`config.mk`:
```
export PLATFORM = sky130hd
export DESIGN_NAME = load_shed_controller
export DESIGN_NICKNAME = d
export VERILOG_FILES = /design/src/load_shed_pkg.sv /design/src/load_shed_controller.sv
export SDC_FILE = /design/constraint.sdc
export NUM_CORES = 1
export LEC_CHECK = 0
export ABC_CLOCK_PERIOD_IN_PS = 23400
export BUFFER_PORTS_ARGS = -buffer_cell sky130_fd_sc_hd__buf_2
export CAP_MARGIN = 20
export CORE_ASPECT_RATIO = 1.5
export CORE_UTILIZATION = 59
export DETAILED_ROUTE_END_ITERATION = 6
export PLACE_DENSITY = 0.76
export SLEW_MARGIN = 0
export SYNTH_ARGS = -nofsm -noshare
export SYNTH_HDL_FRONTEND = slang
export SYNTH_SLANG_ARGS = --single-unit
```
`constraint.sdc`:
```
create_clock -name i_mclk -period 23.4 [get_ports i_mclk]
set_clock_uncertainty 0.15 [all_clocks]
set_input_delay 5.85 -clock i_mclk [delete_from_list [all_inputs] [get_ports i_mclk]]
set_output_delay 5.85 -clock i_mclk [all_outputs]
set_load 0.03 [all_outputs]
```
`src/load_shed_pkg.sv`:
```
// Constants and types shared by the load shed controller.
package load_shed_pkg;
   localparam int NUM_LOADS = 6;
   localparam int CUR_W = 8;
   localparam logic [7:0] LIMIT_30A = 8'h1E;
   localparam logic [7:0] LIMIT_20A = 8'h14;
   localparam int CLK_HZ = 20000000;
   localparam int MIN_OFF_S = 120;
   // Two minutes of clocks does not fit a signed 32-bit value, so the product is formed at 64 bits.
   localparam longint MIN_OFF_CYC = longint'(MIN_OFF_S) * longint'(CLK_HZ);
   localparam int SETTLE_US = 500000;
   localparam int SETTLE_CYC = (SETTLE_US / 1000) * (CLK_HZ / 1000);
   localparam logic [2:0] RELAYS_ALL_ON = 3'h6;

   // Service classification.
   typedef enum logic [1:0] {
      SVC_OFF = 2'b00,
      SVC_50A = 2'b01,
      SVC_GEN = 2'b10,
      SVC_SHORE = 2'b11
   } service_t;

   // Management sequencer states.
   typedef enum logic [1:0] {
      ST_IDLE = 2'b00,
      ST_WATCH = 2'b01,
      ST_SETTLE = 2'b10,
      ST_RESTORE = 2'b11
   } mgr_state_t;
endpackage : load_shed_pkg

```
`src/load_shed_controller.sv`:
```
// Load shed controller: service classification, shedding, learning and restore.
// Function
// - With no line power present the controller powers itself down.
// - On 240 V 50 A service: management off, all relays closed, meter blank.
// - Both lines 120 V with generator running: management off, all relays closed.
// - Both lines 120 V without generator: shore power, management enabled.
// - Service-select press sets the 20 A limit; operator must press it.
// - Entering managed mode starts with all relays closed, current monitored.
// - Only in managed mode, exceeding the active limit starts shedding.
// - Shed one relay at a time in order until under limit or all off.
// - Each shed stores the measured current drop as that load's learned value.
// - Restore last shed load only under limit with headroom at least its value.
// - A shed load stays off at least two minutes.
// - All decisions use the single neutral-line total current measurement.
// - Six relay outputs; 1-4 switch 120 V loads, 5-6 low-voltage changeover.
// - Limit starts at 30 A; each press toggles between 20 A and 30 A, except with no line present (SVC_OFF), when it is held at 30 A.
module load_shed_controller #(
   parameter longint MIN_OFF_CYCLES = load_shed_pkg::MIN_OFF_CYC,
   parameter int SETTLE_CYCLES = load_shed_pkg::SETTLE_CYC
) (
   // Clock, reset and enable.
   input wire logic i_mclk,
   input wire logic i_rst,
   input wire logic i_ce,
   // Line and source sensing.
   input wire logic i_line_one_sense,
   input wire logic i_line_two_sense,
   input wire logic i_line_240v,
   input wire logic i_gen_running,
   // Operator switch and current sensor.
   input wire logic i_service_select,
   input wire logic [load_shed_pkg::CUR_W-1:0] i_total_current,
   // Relays and power control.
   output logic [load_shed_pkg::NUM_LOADS-1:0] o_relay,
   output logic o_power_hold,
   output logic o_load_manager_on,
   // Display panel.
   output logic o_meter_blank,
   output logic [load_shed_pkg::CUR_W-1:0] o_meter_value,
   output logic o_ind_50a,
   output logic o_ind_gen,
   output logic o_ind_shore,
   output logic o_ind_30a,
   output logic [load_shed_pkg::NUM_LOADS-1:0] o_ind_load
);
   import load_shed_pkg::*;

   service_t svc_d;
   service_t svc_q;
   mgr_state_t st_q;
   logic limit20_q;
   logic sel_prev_q;
   logic [2:0] shed_cnt_q;
   logic [CUR_W-1:0] before_q;
   logic [CUR_W-1:0] learned_q [NUM_LOADS];
   logic [31:0] off_timer_q [NUM_LOADS];
   logic [31:0] settle_q;
   logic [CUR_W-1:0] limit;
   logic over_limit;
   logic under_limit;
   logic [CUR_W-1:0] spare;
   logic [2:0] last_idx;
   logic can_restore;
   logic managed;

   // Source classification from the line and generator sense inputs.
   always_comb begin
      if (!i_line_one_sense && !i_line_two_sense) begin
         svc_d = SVC_OFF;
      end else if (i_line_240v) begin
         svc_d = SVC_50A;
      end else if (i_line_one_sense && i_line_two_sense && i_gen_running) begin
         svc_d = SVC_GEN;
      end else begin
         svc_d = SVC_SHORE;
      end
   end

   always_ff @(posedge i_mclk or posedge i_rst) begin
      if (i_rst) begin
         svc_q <= SVC_OFF;
      end else if (i_ce) begin
         svc_q <= svc_d;
      end
   end

   assign managed = (svc_q == SVC_SHORE);

   // Service select: a rising edge of the press toggles the limit.
   always_ff @(posedge i_mclk or posedge i_rst) begin
      if (i_rst) begin
         limit20_q <= 1'b0;
         sel_prev_q <= 1'b0;
      end else if (i_ce) begin
         sel_prev_q <= i_service_select;
         if (svc_q == SVC_OFF) begin
            limit20_q <= 1'b0;
         end else if (i_service_select && !sel_prev_q) begin
            limit20_q <= ~limit20_q;
         end
      end
   end

   // Decisions all use the one neutral-line total measurement.
   assign limit = limit20_q ? LIMIT_20A : LIMIT_30A;
   assign over_limit = (i_total_current > limit);
   assign under_limit = (i_total_current < limit);
   assign spare = under_limit ? (limit - i_total_current) : '0;
   assign last_idx = shed_cnt_q - 3'h1;
   assign can_restore = (shed_cnt_q != 3'h0) && under_limit
                        && (spare >= learned_q[last_idx])
                        && (off_timer_q[last_idx] == 32'h0);

   // Sequencer: shed one load, wait for the current to settle, learn, repeat.
   // The settle wait stops the next decision from seeing a stale reading.
   always_ff @(posedge i_mclk or posedge i_rst) begin
      if (i_rst) begin
         st_q <= ST_IDLE;
         shed_cnt_q <= 3'h0;
         before_q <= '0;
         settle_q <= 32'h0;
         for (int i = 0; i < NUM_LOADS; i++) begin
            learned_q[i] <= '0;
         end
      end else if (i_ce) begin
         case (st_q)
            ST_IDLE: begin
               shed_cnt_q <= 3'h0;
               if (managed) begin
                  st_q <= ST_WATCH;
               end
            end
            ST_WATCH: begin
               if (!managed) begin
                  st_q <= ST_IDLE;
               end else if (over_limit && shed_cnt_q != RELAYS_ALL_ON) begin
                  before_q <= i_total_current;
                  shed_cnt_q <= shed_cnt_q + 3'h1;
                  settle_q <= 32'(SETTLE_CYCLES);
                  st_q <= ST_SETTLE;
               end else if (!over_limit && can_restore) begin
                  shed_cnt_q <= last_idx;
                  settle_q <= 32'(SETTLE_CYCLES);
                  st_q <= ST_RESTORE;
               end
            end
            // After a restore the reading is stale until relay and sensor catch up.
            // Waiting here keeps the next headroom check from counting on current that is not yet drawn.
            ST_RESTORE: begin
               if (!managed) begin
                  st_q <= ST_IDLE;
               end else if (settle_q > 32'h1) begin
                  settle_q <= settle_q - 32'h1;
               end else begin
                  st_q <= ST_WATCH;
               end
            end
            ST_SETTLE: begin
               if (!managed) begin
                  st_q <= ST_IDLE;
               end else if (settle_q > 32'h1) begin
                  settle_q <= settle_q - 32'h1;
               end else begin
                  learned_q[last_idx] <= (before_q > i_total_current) ?
                                         (before_q - i_total_current) : '0;
                  st_q <= ST_WATCH;
               end
            end
            default: begin
               st_q <= ST_IDLE;
            end
         endcase
      end
   end

   // Minimum off timers, one per load, loaded when the load is shed.
   always_ff @(posedge i_mclk or posedge i_rst) begin
      if (i_rst) begin
         for (int i = 0; i < NUM_LOADS; i++) begin
            off_timer_q[i] <= 32'h0;
         end
      end else if (i_ce) begin
         for (int i = 0; i < NUM_LOADS; i++) begin
            if (st_q == ST_WATCH && managed && over_limit && shed_cnt_q != RELAYS_ALL_ON
                && shed_cnt_q == 3'(i)) begin
               off_timer_q[i] <= 32'(MIN_OFF_CYCLES);
            end else if (off_timer_q[i] != 32'h0) begin
               off_timer_q[i] <= off_timer_q[i] - 32'h1;
            end
         end
      end
   end

   // Relay drive: load k (shed order k) is open while k is below the shed count.
   // Outside managed mode every relay closes, except with no line present (SVC_OFF), when every relay opens.
   always_ff @(posedge i_mclk or posedge i_rst) begin
      if (i_rst) begin
         o_relay <= '0;
         o_ind_load <= '0;
      end else if (i_ce) begin
         for (int i = 0; i < NUM_LOADS; i++) begin
            if (svc_q == SVC_OFF) begin
               o_relay[i] <= 1'b0;
               o_ind_load[i] <= 1'b0;
            end else if (!managed || st_q == ST_IDLE) begin
               o_relay[i] <= 1'b1;
               o_ind_load[i] <= 1'b1;
            end else begin
               o_relay[i] <= (3'(i) >= shed_cnt_q);
               o_ind_load[i] <= (3'(i) >= shed_cnt_q);
            end
         end
      end
   end

   // Power hold, mode flag and display indicators.
   always_ff @(posedge i_mclk or posedge i_rst) begin
      if (i_rst) begin
         o_power_hold <= 1'b0;
         o_load_manager_on <= 1'b0;
         o_meter_blank <= 1'b1;
         o_meter_value <= '0;
         o_ind_50a <= 1'b0;
         o_ind_gen <= 1'b0;
         o_ind_shore <= 1'b0;
         o_ind_30a <= 1'b0;
      end else if (i_ce) begin
         o_power_hold <= (svc_q != SVC_OFF);
         o_load_manager_on <= managed;
         o_meter_blank <= (svc_q == SVC_50A) || (svc_q == SVC_OFF);
         o_meter_value <= i_total_current;
         o_ind_50a <= (svc_q == SVC_50A);
         o_ind_gen <= (svc_q == SVC_GEN);
         o_ind_shore <= managed;
         o_ind_30a <= (svc_q != SVC_OFF) && !limit20_q;
      end
   end
endmodule : load_shed_controller

```
; Word level (Yosys, flattened, before mapping)
; Cells that the tools add are included.
[word_totals]
regBits = 309
latch_bits = 0
ramBits = 0
mem_bits_ro = 0
inputBits = 16
out_inout_bits = 27
wordCells = 193
mem_count = 0
[classes]
addsub = 11
multipliers = 0
div_mod_pow = 0
order_cmp = 13
n_eq_ne = 19
shift = 0
mux = 58
bitwise = 3
reduce_logical = 62
[op_table]
columns = operator, n
row1 = 32-bit two-way mux, 19
row2 = 32-bit by 1-bit subtractor with 32-bit output (second input constant), 7
row3 = 32-bit nonzero test, 6
row4 = 32-bit binary-select mux with 3-bit select, 1
row5 = 32-bit one-hot mux with 2 select lines, 1
row6 = 48-bit bitwise mux, 1
row7 = 8-bit two-way mux, 5
row8 = 32-bit by 1-bit greater-than comparator with 1-bit output (second input constant), 1
row9 = 32-bit zero test, 1
row10 = 8-bit binary-select mux with 3-bit select, 1
row11 = 8-bit demux with 3-bit select, 1
row12 = 1-bit logical AND, 20
row13 = 2-bit nonzero test, 10
row14 = 2-bit two-way mux, 8
row15 = 4-bit AND reduction, 4
row16 = 1-bit two-way mux, 15
row17 = 2-bit AND reduction, 7
row18 = 3-bit two-way mux, 3
row19 = 3-bit inequality test (second input constant), 3
row20 = 2-bit equality test (second input constant), 4
row21 = 8-bit greater-or-equal comparator, 1
row22 = 8-bit by 5-bit greater-than comparator with 1-bit output, 1
row23 = 8-bit greater-than comparator, 1
row24 = 8-bit by 5-bit < comparator with 1-bit output, 1
row25 = 28 further kinds, 44

; Longest topological paths before layout
[depth]
depth_word = 13
mapped_depth = 21
mapped_depth_nobuf = 18

; Worst setup path before layout
; No wires, ideal clock.
[synth_path]
path_type = in2reg
start = in i_total_current[1] (netlist name)
end = reg settle_q[10]
setup_ps = 136
t_arrival_ps = 8991
required_time_ps = 23114
path_slack_ps = 14124
path_stages = 18
path_buffers = 1
cell_sequence = inv_1 > fa_1 > nand2b_1 > a21boi_1 > nor2_1 > nand2_1 > a21oi_1 > ha_1 > a211o_1 > a31oi_1 > nor3_1 > nor3_1 > nor3_1 > o21ai_0 > a21o_1 > and2_1 > clkbuf_1 > o21ai_0
[synth_via]
elab_chain_cells = 8
elab_cells_between_ends = 16
cone_classes = 1 x add/sub / 3 x order compare / 1 x eq/ne / 4 x mux / 7 x reduce/logical
[synth_lines]
columns = element, line
row1 = from (decl), load_shed_controller.sv:32  ; input wire logic [load_shed_pkg::CUR_W-1:0] i_total_current,
row2 = 5-bit by 8-bit subtractor with 8-bit output or 8-bit by 5-bit < comparator with 1-bit output (tied branches), "load_shed_controller.sv:108, load_shed_controller.sv:107"
row3 = 8-bit two-way mux, load_shed_controller.sv:108  ; assign spare = under_limit ? (limit - i_total_current) : '0;
row4 = 8-bit greater-or-equal comparator, load_shed_controller.sv:111  ; && (spare >= learned_q[last_idx])
row5 = 1-bit logical AND, load_shed_controller.sv:111
row6 = 1-bit logical AND, load_shed_controller.sv:112  ; && (off_timer_q[last_idx] == 32'h0);
row7 = 1-bit logical AND, load_shed_controller.sv:141  ; end else if (!over_limit && can_restore) begin
row8 = 3-bit inequality test (no source line), n/a
row9 = 6-bit AND reduction (no source line), n/a
row10 = to (signal assigned), load_shed_controller.sv:139  ; settle_q <= 32'(SETTLE_CYCLES);
row11 = to (signal assigned), load_shed_controller.sv:143  ; settle_q <= 32'(SETTLE_CYCLES);
row12 = to (signal assigned), load_shed_controller.sv:153  ; settle_q <= settle_q - 32'h1;
row13 = to (decl), load_shed_controller.sv:57  ; logic [31:0] settle_q;
; Several ways; a longest one is shown, not always the timed one. The select of a mux whose other input is x is not followed.
; A chain may end at the register's enable or synchronous reset.

; Worst setup path in the final report
[layout_path]
start = in i_total_current[1] (netlist name)
end = reg settle_q[12]
; The elaborated chain is that of the path after synthesis.

==> flow_summary.ini <==
[run_status]
status = finished, final reports clean

[floorplanning]
rows = 73
fp.dieArea_um2 = 28130
die_w_um = 137.3
core_area_um2 = 26760
die_y_um = 204.9
pin_count = 43
start_util = 0.6051

[critical_path]
worstPathArrival_ns = 9.96
critPathKind = in -> reg
r2r_setup_slack_ns = 18.12
start_kind = primary input
cp_max_fo = 17
crit_required_ns = 23.71
end_kind = register

[drt]
drt_iter0_drc = 1007
wl_per_cell_um = 17.48
vias_per_cell = 6.126
vias = 13158
drc_errors = 0
drtAntennaViolNets = 0
routed_wl_mm = 37.55
dr.pass1.iters = 5

[timing]
max_slew.worst_pin.slew_ns = 0.9709
holdWs_ns = 0.3285
max_freq_ghz = 0.1036
setup_viol = 0
fin_setup_tns_ns = 0
hold_viol = 0
finalMaxSlewViolations = 0
relSlewSlack = 0.3503
fin_crit_sh = 0.4127
grt_setup_unrepaired = false
period_needed_ns = 9.657

[power]
leakagePower_uw = 0.007628
intPower_uw = 1158
combinationalPowerShare = 0.272
irDropWorstVdd_uv = 86.44
switching_share = 0.3639
p_seq_frac = 0.463
power_uw = 1820
clkPwrFrac = 0.265
power.density_nw_per_um2 = 103.2
p_switching_uw = 662.2

[grt]
overflow = 0
grt_pass1_vias = 12962
grt_first_pass_wirelength_mm = 63.06
grt_max_degree = 104
grtUsageTotal = 0.2810
antenna_found_initial = 0

[clock_network]
cts.clk_slew.worst_paths_ns = 0.07
numCtsBuffers = 30
cts_root_buf = clkbuf_16
clkLatencyLatePin_ns = 0.58
clk_path_buf_depth = 3
postCtsHoldBufs = 0
cts.repair.resized = 0
cts_setup_buffers = 0
tritoncts = yes
ctsHtreeMaxLevel = 1
cts.sinks = 309

[final_layout]
num-fill-cells = 2203
final_util = 0.6588
finish.net_count = 1837
area_growth_pct = 8.877
layout-drive-gt1-share = 0.08504
n_antenna_cell = 0
design_area_um2 = 17630

[synth]
synth_seq_area_share = 0.4776
synth-seq-cells = 309
ys_types = 74
synth_top_area_frac = 0.4759
syn-num-nets = 1819
synth_edf_count = 0
synth_area_leaders = dfrtp_1, xnor2_1, nor2_1
synth_area_per_cell_um2 = 9.154
synth_warnings = 0
synth_area_leader_cell = dfrtp_1
synthFlopType = dfrtp_1
syn-cell-area_um2 = 16190
syn_inst = 1769
async_flop_share = 1.000

[place]
placed_area_um2 = 16650
io_buffers = 42
finalWeightedCongestion = 0.8687
dp_hpwl_mm = 25.63

[run]
max_cap_viol_count = 0

[worst_hold_path]
min-delay-path-class = reg -> reg
==> cells in the final DEF, fill, tap and decap left out, types with 14 or more instances in the layout <==
| master | count |
|---|---|
| xor2_1 | 46 |
| nand2b_1 | 22 |
| nor3_1 | 78 |
| ha_1 | 32 |
| nor4_1 | 62 |
| buf_4 | 15 |
| nand2_1 | 212 |
| inv_1 | 39 |
| nand4_1 | 14 |
| clkbuf_16 | 30 |
| o21ai_0 | 146 |
| or3_1 | 70 |
| a31oi_1 | 26 |
| a21oi_1 | 55 |
| or4_1 | 19 |
| a21o_1 | 15 |
| nand3_1 | 50 |
| buf_2 | 42 |
| dfrtp_1 | 308 |
| xnor2_1 | 94 |
| nor2_1 | 217 |
==> metal layers <==
layer / share of wire / global-route usage
met2: 0.51 / 0.4910
met3: 0.043 / 0.03662
met4: 0.032 / 0.1068
met5: 0 / 0
met1: 0.42 / 0.3509
==> sequential cells by signal (all words and copies together), names as in the netlist, 2 cells and up <==
signal / cells
o_ind_load: 6
st_q: 2
before_q: 8
o_meter_value: 8
settle_q: 32
shed_cnt_q: 3
svc_q: 2
learned_q: 48
off_timer_q: 192
==> area by class of cell <==
type / count / area (µm²) / share of cell area
Sequential cell: 309 / 7734 / 0.4386
Multi-Input combinational cell: 1349 / 8014 / 0.4545
Inverter: 40 / 157.7 / 0.008941
Tap cell: 337 / 421.7 / 0.02391
Clock buffer: 34 / 795.8 / 0.04513
Clock inverter: 22 / 186.4 / 0.01057
Timing Repair Buffer: 57 / 322.8 / 0.01831
==> critical path, cell delays in order <==
cell and delay (ns):
buf_2 0.12, inv_1 0.13, fa_1 0.43, nand2b_1 0.20
a21boi_1 0.37, nor2_1 0.20, nand2_1 0.21, a21oi_1 0.08
ha_1 0.31, a211o_1 0.25, a31oi_1 0.17, nor3_1 0.08
nor3_1 0.19, nor3_1 0.09, o21ai_0 0.15, a21o_1 0.29
nand2_1 0.43, a32o_1 0.41
==> cells in the mapped netlist, drive strengths merged (12+ instances only) <==
cell / instances
a21o: 15
a21oi: 55
a31oi: 26
buf: 15
clkbuf: 56
dfrtp: 308
ha: 32
inv: 40
mux2: 13
mux2i: 12
nand2: 212
nand2b: 22
nand3: 50
nand4: 14
nor2: 217
nor3: 80
nor4: 62
o21ai: 151
o31ai: 12
or3: 71
or4: 21
xnor2: 94
xor2: 46
==> power by group through the flow <==
stage                     sequential [µW]  clock [µW]  combinational (µW)
after floorplan                       810           0                 394
after global placement                839           0                 476
after detailed placement              844           0                 493
after CTS                             838         493                 497
after global routing                  864         510                 561
final                                 842         483                 495
==> logic make-up after synthesis <==
| group | synth area share |
|---|---|
| compound gates | 0.1202 |
| mux | 0.01924 |
| xor+xnor | 0.07572 |
| fa+ha+maj | 0.02720 |
| flops | 0.4776 |
| other cells | 0.0002316 |
| simple gates | 0.2520 |
| buf+inv | 0.02789 |
==> metrics by stage <==
step | std cells | worst slack, ns
after floorplan | 1769 | 8.857
after global placement | 2092 | 13.35
after detailed placement | 2092 | 13.22
after CTS | 2148 | 13.80
after global routing | 2148 | 13.48
final | 2148 | 13.74
==> final timing paths <==
kind / to / start / cells after the start
max in group asynchronous: o_ind_load[0] / i_rst / 3
worst max-delay path: settle_q[12] / i_total_current[1] / 18
min in group asynchronous: off_timer_q[25] / i_rst / 2
worst min-delay path: learned_q[25] / learned_q[25] / 2
worst min register to register: learned_q[25] / learned_q[25] / 2
worst max register to register: settle_q[12] / shed_cnt_q[0] / 14
(Power assumes the default switching activity.)
